===== config.mk =====
export PLATFORM = sky130hd
export DESIGN_NAME = pin_function_multiplexer
export DESIGN_NICKNAME = d
export VERILOG_FILES = /design/src/logic/pin_select.v /design/src/logic/pin_function_multiplexer.v
export VERILOG_INCLUDE_DIRS = /design/src /design/src/include
export SDC_FILE = /design/constraint.sdc
export NUM_CORES = 1
export LEC_CHECK = 0
export BUFFER_PORTS_ARGS = -buffer_cell sky130_fd_sc_hd__buf_2
export CORE_AREA = 2 2 490 492
export DETAILED_ROUTE_END_ITERATION = 16
export DIE_AREA = 0 0 492 494
export GPL_TIMING_DRIVEN = 0
export PLACE_DENSITY_LB_ADDON = 0.08
export SLEW_MARGIN = 20
export SYNTH_ARGS = -nofsm -noshare
export SYNTH_HDL_FRONTEND = slang
export SYNTH_HIERARCHICAL = 1
export SYNTH_SLANG_ARGS = --single-unit

===== constraint.sdc =====
create_clock -name mclk_in -period 3.5 [get_ports mclk_in]
set_clock_uncertainty 0.05 [all_clocks]
set_input_delay 0.7 -clock mclk_in [delete_from_list [all_inputs] [get_ports mclk_in]]
set_output_delay 0.7 -clock mclk_in [all_outputs]
set_load 0.01 [all_outputs]

===== src/include/pin_mux_consts.vh =====
// Functional notes
// - Reset gives each pin to the port controller; nine functions optional.
// - A pin goes to its peripheral only while its route enable bit is one.
// - Functions A to I come from paired even/odd fields of one register.
// - Analog uses sit on function B; selecting B removes digital control.
// - A detected debugger switches the debug data pin to serial-wire data.
// - Only the debug clock goes through the ordinary mux, on pin 30.
// - Oscillator pins 14, 15, 0, 1 bypass the mux when claimed.
// - High-speed I2C is allowed only on pins 8, 9, 13, 16, 17, 22, 23.
// - An enabled analog peripheral conflicts with the pin's other functions.
`ifndef PIN_MUX_CONSTS_VH
`define PIN_MUX_CONSTS_VH
`define ADDR_ROUTE_EN      8'h00
`define ADDR_ANALOG_EN     8'h04
`define ADDR_OSC_CLAIM     8'h08
`define ADDR_STATUS        8'h0C
`define ADDR_CONFLICT      8'h10
`define ADDR_FUNC_BASE     8'h20
`define ADDR_FUNC_LAST     8'h2C
`define FUNC_FIELD_W       4
`define FUNC_A             4'h0
`define FUNC_B             4'h1
`define FUNC_G             4'h6
`define FUNC_I             4'h8
`define FUNC_RESET         4'h0
`define ROUTE_EN_RESET     32'h00000000
`define DEBUG_CLK_PIN      30
`define DEBUG_DATA_PIN     31
`define MAIN_OSC_PINS      32'h0000C000
`define SLOW_OSC_PINS      32'h00000003
`define HS_I2C_PINS        32'h00C32300
`define OSC_CLAIM_MAIN_BIT 0
`define OSC_CLAIM_SLOW_BIT 1
`endif


===== src/logic/pin_select.v =====
`include "pin_mux_consts.vh"
module pin_select #(
  parameter NUM_FUNCS = 9
) (
  input  wire                 route_en_in,
  input  wire [3:0]           func_sel_in,
  input  wire                 osc_claim_in,
  input  wire                 dbg_data_in,
  input  wire [NUM_FUNCS-1:0] per_oe_in,
  input  wire [NUM_FUNCS-1:0] per_out_in,
  input  wire                 gpio_oe_in,
  input  wire                 gpio_out_in,
  input  wire                 dbg_oe_in,
  input  wire                 dbg_out_in,
  output reg                  pad_oe_out,
  output reg                  pad_out_out,
  output reg                  digital_off_out,
  output reg [NUM_FUNCS-1:0]  func_hit_out
);
  integer i;
  always @* begin
    pad_oe_out      = gpio_oe_in;
    pad_out_out     = gpio_out_in;
    digital_off_out = 1'b0;
    func_hit_out    = {NUM_FUNCS{1'b0}};
    if (osc_claim_in) begin
      pad_oe_out      = 1'b0;
      pad_out_out     = 1'b0;
      digital_off_out = 1'b1;
    end else if (dbg_data_in) begin
      pad_oe_out  = dbg_oe_in;
      pad_out_out = dbg_out_in;
    end else if (route_en_in) begin
      pad_oe_out  = 1'b0;
      pad_out_out = 1'b0;
      for (i = 0; i < NUM_FUNCS; i = i + 1) begin
        if (func_sel_in == i[3:0]) begin
          func_hit_out[i] = 1'b1;
          pad_oe_out      = per_oe_in[i];
          pad_out_out     = per_out_in[i];
        end
      end
      if (func_sel_in == `FUNC_B) begin
        pad_oe_out      = 1'b0;
        pad_out_out     = 1'b0;
        digital_off_out = 1'b1;
      end
    end
  end
endmodule


===== src/logic/pin_function_multiplexer.v =====
`include "pin_mux_consts.vh"
module pin_function_multiplexer #(
  parameter NUM_PINS  = 32,
  parameter NUM_FUNCS = 9
) (
  input  wire                           mclk_in,
  input  wire                           rst_n_in,
  input  wire [7:0]                     addr_in,
  input  wire [31:0]                    wdata_in,
  input  wire                           wr_in,
  input  wire                           rd_in,
  output reg  [31:0]                    rdata_out,
  input  wire                           debugger_present_in,
  input  wire [NUM_PINS-1:0]            gpio_oe_in,
  input  wire [NUM_PINS-1:0]            gpio_out_in,
  input  wire [NUM_PINS*NUM_FUNCS-1:0]  per_oe_in,
  input  wire [NUM_PINS*NUM_FUNCS-1:0]  per_out_in,
  input  wire                           dbg_data_oe_in,
  input  wire                           dbg_data_out_in,
  input  wire [NUM_PINS-1:0]            i2c_hs_req_in,
  input  wire [NUM_PINS-1:0]            pad_in,
  output wire [NUM_PINS-1:0]            pad_oe_out,
  output wire [NUM_PINS-1:0]            pad_out_out,
  output wire [NUM_PINS-1:0]            pad_ie_out,
  output wire [NUM_PINS*NUM_FUNCS-1:0]  per_in_out,
  output wire [NUM_PINS-1:0]            gpio_in_out,
  output wire                           dbg_data_in_out,
  output wire                           dbg_clk_in_out,
  output wire [NUM_PINS-1:0]            i2c_hs_ok_out,
  output wire [NUM_PINS-1:0]            analog_conflict_out
);
  reg  [NUM_PINS-1:0]   route_en_ff;
  reg  [NUM_PINS-1:0]   analog_en_ff;
  reg  [1:0]            osc_claim_ff;
  reg  [NUM_PINS*4-1:0] func_ff;
  reg  [NUM_PINS-1:0]   i2c_err_ff;
  reg  [31:0]           nxt_rdata;
  wire [NUM_PINS-1:0]   osc_pins;
  wire [NUM_PINS-1:0]   dbg_data_pins;
  wire [NUM_PINS-1:0]   digital_off;
  wire [NUM_PINS-1:0]   hs_pins;
  wire [NUM_PINS*NUM_FUNCS-1:0] hits;
  wire [1:0]            func_word;

  // Four words of eight pins each cover all 32 pins
  assign func_word = addr_in[3:2];
  // Oscillator controllers take their pins ahead of everything else
  assign osc_pins =
    ({NUM_PINS{osc_claim_ff[`OSC_CLAIM_MAIN_BIT]}} &
     `MAIN_OSC_PINS) |
    ({NUM_PINS{osc_claim_ff[`OSC_CLAIM_SLOW_BIT]}} &
     `SLOW_OSC_PINS);
  assign dbg_data_pins = debugger_present_in ?
    ({{(NUM_PINS-1){1'b0}}, 1'b1} << `DEBUG_DATA_PIN) :
    {NUM_PINS{1'b0}};
  assign hs_pins = `HS_I2C_PINS;

  always @(posedge mclk_in or negedge rst_n_in) begin
    if (!rst_n_in) begin
      route_en_ff  <= `ROUTE_EN_RESET;
      analog_en_ff <= 32'h00000000;
      osc_claim_ff <= 2'h0;
      func_ff      <= {NUM_PINS{`FUNC_RESET}};
    end else if (wr_in) begin
      if (addr_in == `ADDR_ROUTE_EN) begin
        route_en_ff <= wdata_in[NUM_PINS-1:0];
      end else if (addr_in == `ADDR_ANALOG_EN) begin
        analog_en_ff <= wdata_in[NUM_PINS-1:0];
      end else if (addr_in == `ADDR_OSC_CLAIM) begin
        osc_claim_ff <= wdata_in[1:0];
      end else if (addr_in >= `ADDR_FUNC_BASE &&
                   addr_in <= `ADDR_FUNC_LAST) begin
        // One word holds four pin pairs: even field low, odd field high
        func_ff[func_word*32 +: 32] <= wdata_in;
      end
    end
  end

  // Sticky record of pins asked for HS I2C outside the allowed set
  always @(posedge mclk_in or negedge rst_n_in) begin
    if (!rst_n_in) begin
      i2c_err_ff <= 32'h00000000;
    end else if (wr_in && addr_in == `ADDR_STATUS) begin
      i2c_err_ff <= (i2c_err_ff & ~wdata_in[NUM_PINS-1:0]) |
                    (i2c_hs_req_in & ~hs_pins);
    end else begin
      i2c_err_ff <= i2c_err_ff | (i2c_hs_req_in & ~hs_pins);
    end
  end

  assign i2c_hs_ok_out = i2c_hs_req_in & hs_pins;
  // Analog output fights any routed digital use of the pin
  assign analog_conflict_out = analog_en_ff &
    (route_en_ff | gpio_oe_in) & ~digital_off;

  always @* begin
    nxt_rdata = 32'h00000000;
    if (addr_in == `ADDR_ROUTE_EN) begin
      nxt_rdata = route_en_ff;
    end else if (addr_in == `ADDR_ANALOG_EN) begin
      nxt_rdata = analog_en_ff;
    end else if (addr_in == `ADDR_OSC_CLAIM) begin
      nxt_rdata = {30'h00000000, osc_claim_ff};
    end else if (addr_in == `ADDR_STATUS) begin
      nxt_rdata = i2c_err_ff;
    end else if (addr_in == `ADDR_CONFLICT) begin
      nxt_rdata = analog_conflict_out;
    end else if (addr_in >= `ADDR_FUNC_BASE &&
                 addr_in <= `ADDR_FUNC_LAST) begin
      nxt_rdata = func_ff[func_word*32 +: 32];
    end
  end

  always @(posedge mclk_in or negedge rst_n_in) begin
    if (!rst_n_in) begin
      rdata_out <= 32'h00000000;
    end else if (rd_in) begin
      rdata_out <= nxt_rdata;
    end else begin
      rdata_out <= 32'h00000000;
    end
  end

  genvar p;
  generate
    for (p = 0; p < NUM_PINS; p = p + 1) begin : g_pin
      pin_select #(
        .NUM_FUNCS (NUM_FUNCS)
      ) u_sel (
        .route_en_in     (route_en_ff[p]),
        .func_sel_in     (func_ff[p*4 +: 4]),
        .osc_claim_in    (osc_pins[p]),
        .dbg_data_in     (dbg_data_pins[p]),
        .per_oe_in       (per_oe_in[p*NUM_FUNCS +: NUM_FUNCS]),
        .per_out_in      (per_out_in[p*NUM_FUNCS +: NUM_FUNCS]),
        .gpio_oe_in      (gpio_oe_in[p]),
        .gpio_out_in     (gpio_out_in[p]),
        .dbg_oe_in       (dbg_data_oe_in),
        .dbg_out_in      (dbg_data_out_in),
        .pad_oe_out      (pad_oe_out[p]),
        .pad_out_out     (pad_out_out[p]),
        .digital_off_out (digital_off[p]),
        .func_hit_out    (hits[p*NUM_FUNCS +: NUM_FUNCS])
      );
      // Input routing follows the same selection as the driver
      assign per_in_out[p*NUM_FUNCS +: NUM_FUNCS] =
        hits[p*NUM_FUNCS +: NUM_FUNCS] &
        {NUM_FUNCS{pad_in[p] & ~digital_off[p]}};
      assign pad_ie_out[p]  = ~digital_off[p];
      assign gpio_in_out[p] = pad_in[p] & ~digital_off[p];
    end
  endgenerate

  assign dbg_data_in_out = debugger_present_in &
                           pad_in[`DEBUG_DATA_PIN];
  // Debug clock only via the ordinary mux, function G on pin 30
  assign dbg_clk_in_out =
    per_in_out[`DEBUG_CLK_PIN*NUM_FUNCS + 6];
endmodule


## Word-level counts from Yosys, hierarchy flattened

Index checks and enable logic that the tools add are counted.

| word-level totals | value |
|---|---|
| bits in registers | 258 |
| output and inout bits | 514 |
| logic and storage cells | 1678 |

| cells by class | value |
|---|---|
| add/sub/neg operators | 1 |
| order comparisons | 2 |
| equal/unequal tests | 260 |
| shifts and indexed selects | 3 |
| multiplexer cells | 1258 |
| bitwise logic cells | 109 |
| reduce and logical (&&, ||, !) cells | 39 |

Operators by type and width:

| kind | count |
|---|---|
| $mux 1 | 1152 |
| $mux 9 | 96 |
| $eq 4x3->1 const B | 128 |
| $and 9x9->9 | 32 |
| $mux 32 | 9 |
| $eq 4x2->1 const B | 64 |
| $bwmux 128 | 1 |
| $eq 4x1->1 const B | 32 |
| $eq 4x4->1 const B | 32 |
| $logic_not 4->1 | 32 |
| $shift 32x34->128 const A | 1 |
| $shiftx 128x8->32 | 1 |
| $shiftx 32x34->128 | 1 |
| $and 32x32->32 | 3 |
| $or 32x32->32 | 3 |
| $not 32->32 | 2 |
| $not 1->1 | 35 |
| $neg 7->34 | 1 |
| $and 1x1->1 | 33 |
| $eq 8x4->1 const B | 2 |
| $or 16x2->16 | 1 |
| $eq 8x3->1 const B | 1 |
| $eq 8x5->1 const B | 1 |
| $ge 8x6->1 const B | 1 |
| 7 further kinds | 8 |

## Logic depth before layout (Yosys ltp)

Gate-level depths: netlist of the first run.

| logic depth | value |
|---|---|
| depth after elaboration | 13 |
| mapped depth | 11 |
| depth with buffers taken out | 7 |

## Modules after synthesis

Netlist of the first run, hierarchy kept.

By module, submodules not included:

| module | instances | cells each | area an instance (um^2) | seq. area each (um^2) |
|---|---|---|---|---|
| pin_function_multiplexer | 1 | 1759 | 15615.0 | 6456.2 |
| pin_select | 32 | 62 | 407.9 | 0.0 |

## Worst setup path before layout of the first run

No wires, ideal clock.

| path | value |
|---|---|
| kind | input to register |
| start | input addr_in[3] |
| end | register func_ff[66] |
| arrival | 2624 ps |
| slack | 740 ps |
| stages | 9 |
| buffers on the path | 4 |
| cell sequence | clkbuf_1 clkbuf_1 inv_1 ha_1 clkbuf_1 nor3b_1 clkbuf_1 nand2_1 o21ai_0 |

| on the way | value |
|---|---|
| word-level cells in the longest chain between the ends | 3 |

Ends and longest elaborated chain:

| item | RTL line | source |
|---|---|---|
| from (decl) | pin_function_multiplexer.v:8 | `input wire [7:0] addr_in,` |
| $neg 7->34, or another cell as far along | pin_function_multiplexer.v:74 | `func_ff[func_word*32 +: 32] <= wdata_in;` |
| $shiftx 32x34->128, or another cell as far along | pin_function_multiplexer.v:74 |  |
| $bwmux 128 / $reduce_and 5->1 (equally long branches) | - |  |
| to (signal assigned) | pin_function_multiplexer.v:63 | `` func_ff <= {NUM_PINS{`FUNC_RESET}}; `` |
| to (signal, indexed assignment) | pin_function_multiplexer.v:74 |  |
| to (decl) | pin_function_multiplexer.v:35 | `reg [NUM_PINS*4-1:0] func_ff;` |

Parallel ways exist; a longest one is shown, timed or not.
A chain may end at the register's enable or synchronous reset.

## Worst setup path after layout of the first run

| path | value |
|---|---|
| start | input addr_in[3] |
| end | register rdata_out[20] |

| on the way | value |
|---|---|
| word-level cells in the longest chain between the ends | 9 |

Ends and longest elaborated chain:

| item | RTL line | source |
|---|---|---|
| branches (longest 7 deep; another with $shiftx 128x8->32) | - |  |
| $mux 32 (*) | pin_function_multiplexer.v:98 | `` if (addr_in == `ADDR_ROUTE_EN) begin `` |
| $mux 32 (*) | pin_function_multiplexer.v:117 | `end else if (rd_in) begin` |
| to (signal assigned) | pin_function_multiplexer.v:118 | `rdata_out <= nxt_rdata;` |
| to (decl) | pin_function_multiplexer.v:12 | `output reg [31:0] rdata_out,` |

Mark *: on every way between the ends.

==> results of run 1 <==
what timing repair did:
action,4_1_cts,5_1_grt
setup buffers,8,7
hold endpoints to repair,31,0
gates resized for setup,101,72
hold buffers,1,0
setup endpoints to repair,497,227
pin swaps,2,4
metrics by stage:
step	hold slack [ns]	worst slack (ns)	power, W	utilization (%)	cell area [sq um]
4_1_cts	0.254	0.00563	0.0103	17.5	41500
2_1_floorplan	0.354	0.740	0.00459	-	30000
5_1_grt	0.283	-0.00536	0.0106	17.6	41700
6_report	0.303	0.0979	0.0100	17.6	41800
3_3_place_gp	0.464	-4.53	0.00613	16.8	39800
3_5_place_dp	0.468	-1.72	0.00617	16.9	40000
worst paths after layout:
kind / end / startpoint / cells after the start / slack (ns)
min: i2c_err_ff[30]$_DFF_PN0_ / i2c_hs_req_in[30] / 3 / 0.30
min in group asynchronous: func_ff[124]$_DFFE_PN0P_ / rst_n_in / 2 / 0.55
min reg2reg: func_ff[103]$_DFFE_PN0P_ / func_ff[103]$_DFFE_PN0P_ / 2 / 0.46
max reg2reg: rdata_out[16]$_DFF_PN0_ / func_ff[64]$_DFFE_PN0P_ / 9 / 1.02
max in group asynchronous: func_ff[72]$_DFFE_PN0P_ / rst_n_in / 4 / 1.59
max: rdata_out[20]$_DFF_PN0_ / addr_in[3] / 10 / 0.1
logic make-up (layout without fill, tap and decap cells):
kind of cell / after synthesis / count (layout) / synth area share (%)
DFF: 258 / 258 / 22.5
and+or+nand+nor: 2157 / 2157 / 42.5
AOI/OAI and AO/OA: 737 / 737 / 19.1
buffers and inverters: 359 / 1613 / 5.73
muxes: 226 / 226 / 9.97
adders and majority gates: 5 / 5 / 0.218
other: 1 / 385 / 0.0131
power by group:
part	internal [W]	leakage, nW	switching [W]	total [W]
Sequential	0.00307	3.38	0.000281	0.00335
Clock	0.00227	0.595	0.00168	0.00394
Combinational	0.00108	14.8	0.00165	0.00273
Total	0.00642	18.8	0.00361	0.0100
synth_stat cells, drive strengths merged, types with 5 or more instances:
| library cell | number |
|---|---|
| ha | 5 |
| mux4 | 32 |
| and2 | 322 |
| o211a | 29 |
| and4b | 28 |
| nor4b | 33 |
| a211oi | 131 |
| nor3b | 259 |
| mux2i | 128 |
| nand2b | 128 |
| dfrtp | 258 |
| a22oi | 93 |
| nand4 | 68 |
| and4 | 32 |
| buf | 152 |
| a311oi | 29 |
| mux2 | 66 |
| clkbuf | 146 |
| nor3 | 67 |
| nor2 | 380 |
| o32ai | 66 |
| o21ai | 224 |
| or2b | 32 |
| and3 | 68 |
| nand2 | 477 |
| a31oi | 25 |
| o22ai | 64 |
| a21o | 32 |
| nor2b | 162 |
| or3b | 96 |
| a21boi | 7 |
| a21oi | 29 |
| inv | 61 |
per-layer routing:
metal / wire length [microns] / up-vias
met1: 95000 / 16495
met5: 299 / -
li1: - / 16308
met4: 4430 / 50
met2: 111000 / 1202
met3: 14800 / 254
worst max-delay path: stages:
cell      delay, ns
buf_2          0.14
clkbuf_2       0.38
buf_2          0.45
inv_1          0.14
ha_1           0.27
clkbuf_2       0.27
buf_4          0.28
clkbuf_1       0.45
o211a_1        0.37
a311oi_1       0.35
registers in the layout, summed over array words and instances, names as in the netlist:
register and count:
route_en_ff 32, osc_claim_ff 2, func_ff 128, rdata_out 32, analog_en_ff 32, i2c_err_ff 32
cell type report:
class	count	area, sq um	share of cell area, %
buffer	293	1550	3.70
tap	3167	3960	9.48
sequential	258	6510	15.6
clock buffer	58	1150	2.75
clock inverter	8	57.6	0.138
multi-input combinational	3479	22100	52.9
inverter	61	229	0.548
antenna	31	77.6	0.186
timing repair buffer	1193	6170	14.8
==> flow_results.xml, run 1 <==
<?xml version="1.0" encoding="UTF-8"?>
<metrics>
  <group name="setup_path">
    <metric name="crit_required" unit="ns">3.92</metric>
    <metric name="timing.critical_path.arrival" unit="ns">3.82</metric>
    <metric name="critPathLaunchType" unit="">input port</metric>
    <metric name="setup.worst_path.end_class" unit="">register</metric>
    <metric name="timing.setup.critical_path_class" unit="">input port to register</metric>
    <metric name="timing.critical_path.fanout_max" unit="">10</metric>
  </group>
  <group name="power_and_ir_drop">
    <metric name="static_leakage_power" unit="nW">18.8</metric>
    <metric name="vdd.ir_drop.worst" unit="V">0.000279</metric>
    <metric name="powerDensity" unit="mW/mm^2">240</metric>
  </group>
  <group name="timing">
    <metric name="fmax" unit="MHz">294</metric>
    <metric name="layout_min_cycle_time" unit="ns">3.40</metric>
    <metric name="timing_hold_violations_final" unit="">0</metric>
    <metric name="drv_slew" unit="">0</metric>
    <metric name="min_period_over_period" unit="%">97.2</metric>
    <metric name="slew_headroom" unit="%">28.7</metric>
    <metric name="setup_viol" unit="">0</metric>
    <metric name="totalNegativeSetupSlack" unit="ns">0</metric>
    <metric name="rsz0062_at_grt" unit="">true</metric>
    <metric name="worst-slew-pin-transition" unit="ns">1.07</metric>
  </group>
  <group name="run_status">
    <metric name="run_status" unit="">complete, no violations</metric>
  </group>
  <group name="yosys">
    <metric name="synth_async_sr_flop_share" unit="%">100</metric>
    <metric name="post_synth_inst_count" unit="">3743</metric>
    <metric name="postSynth.topFlopCell" unit="">dfrtp_1</metric>
    <metric name="synth-warning-count" unit="">6</metric>
    <metric name="yosysSeqAreaShare" unit="%">22.5</metric>
    <metric name="number_of_enable_flip_flop_cells_after_synthesis" unit="">0</metric>
    <metric name="synth_cell_types" unit="">50</metric>
    <metric name="synth_seq_cells" unit="">258</metric>
    <metric name="synth.avg_cell_area" unit="sq um">7.66</metric>
    <metric name="synth_largest_area_cell" unit="">dfrtp_1</metric>
    <metric name="netlist.area_leader.share" unit="%">22.5</metric>
    <metric name="mappedNetlistArea" unit="sq mm">0.0287</metric>
    <metric name="netlist_top_cells_area" unit="">dfrtp_1 23%, and2_1 7.0%, nor3b_1 6.8%</metric>
  </group>
  <group name="floorplan">
    <metric name="die_w" unit="microns">492</metric>
    <metric name="floorplan.initialDensity" unit="%">12.1</metric>
    <metric name="full_die_area" unit="sq mm">0.243</metric>
    <metric name="io_pins" unit="">1265</metric>
    <metric name="core.rowCount" unit="">179</metric>
    <metric name="die_height" unit="microns">494</metric>
    <metric name="placeableCoreArea" unit="sq mm">0.237</metric>
  </group>
  <group name="layout">
    <metric name="final_cells" unit="">8548</metric>
    <metric name="drive_gt1_share" unit="%">32.2</metric>
    <metric name="fillers" unit="">27516</metric>
    <metric name="most-common-layout-cells" unit="">1250 x buf_2, 477 x nand2_1, 378 x nor2_1</metric>
    <metric name="synth_to_layout_area_growth" unit="%">45.7</metric>
    <metric name="final_net_count" unit="">6082</metric>
    <metric name="final_common_cell" unit="">buf_2</metric>
  </group>
  <group name="clock_tree">
    <metric name="ctsHtreeMaxLevel" unit="">2</metric>
    <metric name="cts_root_buf" unit="">clkbuf_16</metric>
    <metric name="insertion_delay_of_the_later_clocked_pin_in_the_worst_skew_pair" unit="ns">0.60</metric>
    <metric name="cts_buffers" unit="">40</metric>
    <metric name="clkTransAtPathRegs" unit="ns">0.06</metric>
    <metric name="cts_num_sinks" unit="">258</metric>
    <metric name="cts_max_path_buffers" unit="">3</metric>
    <metric name="tritoncts" unit="">done</metric>
  </group>
  <group name="grt">
    <metric name="global_route.usage.total" unit="%">17.8</metric>
    <metric name="number_of_global_route_vias_before_repair" unit="">35073</metric>
    <metric name="grt_first_pass_wirelength" unit="mm">302</metric>
    <metric name="grt-ovfl-total" unit="">0</metric>
    <metric name="maximum_number_of_pins_on_one_net_before_global_route_repair" unit="">81</metric>
    <metric name="globalRouteMet1Util" unit="%">21.6</metric>
    <metric name="grt_antenna_before_repair" unit="">114</metric>
    <metric name="busiest_metal_layer_after_global_routing" unit="">met2</metric>
    <metric name="grt_util_met2" unit="%">31.8</metric>
    <metric name="met3_usage_grt" unit="%">4.45</metric>
  </group>
  <group name="drt">
    <metric name="post_drt_wl_per_cell" unit="microns">26.4</metric>
    <metric name="via_count" unit="">34309</metric>
    <metric name="detailedRoute.firstPassIterationCount" unit="">8</metric>
    <metric name="via_per_inst" unit="">4.01</metric>
    <metric name="drtAntennaViolNets" unit="">0</metric>
    <metric name="first_iter_violations" unit="">1693</metric>
    <metric name="drt-total-wl" unit="mm">226</metric>
    <metric name="total_drc_errors_in_the_routed_layout" unit="">0</metric>
  </group>
  <group name="placement">
    <metric name="gp_congestion" unit="">0.861</metric>
    <metric name="cell_count_post_placement" unit="">8440</metric>
    <metric name="port_buffers" unit="">1167</metric>
    <metric name="detailedPlacementHpwl" unit="mm">190</metric>
  </group>
  <group name="hold_path">
    <metric name="hold_path.class" unit="">input port to register</metric>
  </group>
  <group name="run">
    <metric name="maxCapViolations" unit="">0</metric>
  </group>
</metrics>
Note: power is estimated with default switching activity, not from simulation.
==> run 2: changes to the inputs <==
- CTS_CLUSTER_DIAMETER: default -> 80
- RECOVER_POWER: default -> 100
==> run 2 against run 1 <==
Against the previous run: hold slack worse by 0.010 ns; clock power up 6.6%; first-iteration DRC count is 2.1% higher; setup slack lost 0.0081 ns; clock-buffer cell count up 4; critical path type unchanged; largest cell class unchanged; largest power group unchanged.
==> flow_results.xml, run 2 (synthesis results as in run 1) <==
<?xml version="1.0" encoding="UTF-8"?>
<metrics>
  <group name="floorplan">
    <metric name="io_pins" unit="">1265</metric>
    <metric name="placeableCoreArea" unit="sq mm">0.237</metric>
    <metric name="core.rowCount" unit="">179</metric>
    <metric name="die_w" unit="microns">492</metric>
    <metric name="floorplan.initialDensity" unit="%">12.1</metric>
    <metric name="die_height" unit="microns">494</metric>
    <metric name="full_die_area" unit="sq mm">0.243</metric>
  </group>
  <group name="drt">
    <metric name="detailedRoute.firstPassIterationCount" unit="">7</metric>
    <metric name="total_drc_errors_in_the_routed_layout" unit="">0</metric>
    <metric name="via_count" unit="">34308</metric>
    <metric name="via_per_inst" unit="">4.01</metric>
    <metric name="drt-total-wl" unit="mm">226</metric>
    <metric name="drtAntennaViolNets" unit="">0</metric>
    <metric name="first_iter_violations" unit="">1729</metric>
    <metric name="post_drt_wl_per_cell" unit="microns">26.4</metric>
  </group>
  <group name="hold_path">
    <metric name="holdCritStartpoint" unit="">i2c_hs_req_in[30]</metric>
    <metric name="hold_path.class" unit="">input port to register</metric>
  </group>
  <group name="clock_tree">
    <metric name="cts_buffers" unit="">42</metric>
    <metric name="cts_root_buf" unit="">clkbuf_16</metric>
    <metric name="cts_max_path_buffers" unit="">3</metric>
    <metric name="cts_num_sinks" unit="">258</metric>
    <metric name="insertion_delay_of_the_later_clocked_pin_in_the_worst_skew_pair" unit="ns">0.61</metric>
    <metric name="tritoncts" unit="">done</metric>
    <metric name="ctsHtreeMaxLevel" unit="">2</metric>
    <metric name="clkTransAtPathRegs" unit="ns">0.06</metric>
  </group>
  <group name="placement">
    <metric name="gp_congestion" unit="">0.861</metric>
    <metric name="cell_count_post_placement" unit="">8440</metric>
    <metric name="port_buffers" unit="">1167</metric>
    <metric name="detailedPlacementHpwl" unit="mm">190</metric>
  </group>
  <group name="setup_path">
    <metric name="timing.setup.critical_path_class" unit="">input port to register</metric>
    <metric name="timing.rr.start" unit="">func_ff[72]$_DFFE_PN0P_</metric>
    <metric name="worstSetupStartpoint" unit="">addr_in[3]</metric>
    <metric name="crit_required" unit="ns">3.94</metric>
    <metric name="setup.worst_path.end_class" unit="">register</metric>
    <metric name="timing.critical_path.fanout_max" unit="">10</metric>
    <metric name="timing.critical_path.arrival" unit="ns">3.85</metric>
    <metric name="critPathLaunchType" unit="">input port</metric>
  </group>
  <group name="grt">
    <metric name="grt-ovfl-total" unit="">0</metric>
    <metric name="global_route.usage.total" unit="%">17.8</metric>
    <metric name="grt_antenna_before_repair" unit="">113</metric>
    <metric name="maximum_number_of_pins_on_one_net_before_global_route_repair" unit="">81</metric>
    <metric name="number_of_global_route_vias_before_repair" unit="">35093</metric>
    <metric name="grt_first_pass_wirelength" unit="mm">301</metric>
  </group>
  <group name="layout">
    <metric name="multi_input_logic_area" unit="sq mm">0.0220</metric>
    <metric name="largest_register_ffs" unit="">128</metric>
    <metric name="final_core_utilization" unit="%">17.5</metric>
    <metric name="final_common_cell" unit="">buf_2</metric>
    <metric name="largest-register" unit="">func_ff</metric>
    <metric name="most-common-layout-cells" unit="">1010 x buf_2, 477 x nand2_1, 378 x nor2_1</metric>
    <metric name="synth_to_layout_area_growth" unit="%">44.9</metric>
    <metric name="sequential_cell_area" unit="sq mm">0.00651</metric>
    <metric name="drive_gt1_share" unit="%">29.1</metric>
    <metric name="fillers" unit="">27571</metric>
    <metric name="final_net_count" unit="">6086</metric>
    <metric name="final_cells" unit="">8557</metric>
  </group>
  <group name="timing">
    <metric name="setup_viol" unit="">0</metric>
    <metric name="rsz0062_at_grt" unit="">true</metric>
    <metric name="layout_min_cycle_time" unit="ns">3.41</metric>
    <metric name="totalNegativeSetupSlack" unit="ns">0</metric>
    <metric name="worst-slew-pin-transition" unit="ns">1.35</metric>
    <metric name="fmax" unit="MHz">293</metric>
    <metric name="hold_ws" unit="ns">0.293</metric>
    <metric name="min_period_over_period" unit="%">97.4</metric>
    <metric name="timing_hold_violations_final" unit="">0</metric>
    <metric name="slew_headroom" unit="%">10.2</metric>
    <metric name="drv_slew" unit="">0</metric>
  </group>
  <group name="power_and_ir_drop">
    <metric name="vdd.ir_drop.worst" unit="V">0.000323</metric>
    <metric name="report.power.total" unit="W">0.0102</metric>
    <metric name="powerDensity" unit="mW/mm^2">247</metric>
    <metric name="static_leakage_power" unit="nW">18.0</metric>
  </group>
  <group name="run">
    <metric name="maxCapViolations" unit="">0</metric>
  </group>
  <group name="run_status">
    <metric name="run_status" unit="">complete, no violations</metric>
  </group>
</metrics>
run 2: worst paths after layout:
check / endpoint / slack (ns) / cells past startpoint
min in group asynchronous: func_ff[124]$_DFFE_PN0P_ / 0.53 / 2
worst max register to register: rdata_out[18]$_DFF_PN0_ / 0.99 / 8
worst min register to register: i2c_err_ff[8]$_DFFE_PN0P_ / 0.47 / 1
max in group asynchronous: func_ff[68]$_DFFE_PN0P_ / 0.72 / 4
worst max-delay path: analog_en_ff[18]$_DFFE_PN0P_ / 0.09 / 10
worst min-delay path: i2c_err_ff[30]$_DFF_PN0_ / 0.29 / 3
run 2: area by class of cell:
class / count / area share (%)
antenna: 29 / 0.175
buffer: 295 / 3.70
clock buffer: 62 / 2.91
clock inverter: 13 / 0.295
inverter: 61 / 0.551
multi-input combinational: 3479 / 52.9
sequential: 258 / 15.7
tap: 3167 / 9.54
timing repair buffer: 1193 / 14.3
run 2: through the flow:
step	worst slack, ns	area, sq um
6_report	0.0899	41600
5_1_grt	-0.0291	41500
4_1_cts	0.00251	41600
3_5_place_dp	-1.72	40000
3_3_place_gp	-4.53	39800
2_1_floorplan	0.740	30000
run 2: where the power goes:
| group | internal [W] | leakage, nW | total [W] | switching [W] |
|---|---|---|---|---|
| registers | 0.00307 | 3.38 | 0.00336 | 0.000282 |
| logic | 0.00105 | 13.9 | 0.00269 | 0.00164 |
| clock network | 0.00247 | 0.653 | 0.00420 | 0.00173 |
run 2: repair_timing:
item,CTS,global route
pin swaps,4,6
setup buffers,8,7
setup endpoints to repair,507,274
hold buffers,1,0
resized for setup,101,96
hold endpoints to repair,31,0
run 2: per-layer routing:
layer / vias to the layer above / share of wire (%) / global-route usage (%)
met1: 16504 / 42 / 21.6
met2: 1166 / 49 / 31.7
met4: 50 / 2.0 / 2.82
met3: 266 / 7.0 / 4.50
li1: 16322 / - / -
met5: - / 0.13 / 0
run 2: worst max-delay path: stages:
cell and delay [ns]:
buf_2 0.13, clkbuf_2 0.30, buf_2 0.36, inv_1 0.14, ha_1 0.15, clkbuf_1 0.39, clkbuf_4 0.36, nand4b_1 0.45
clkbuf_4 0.46, mux2_1 0.37
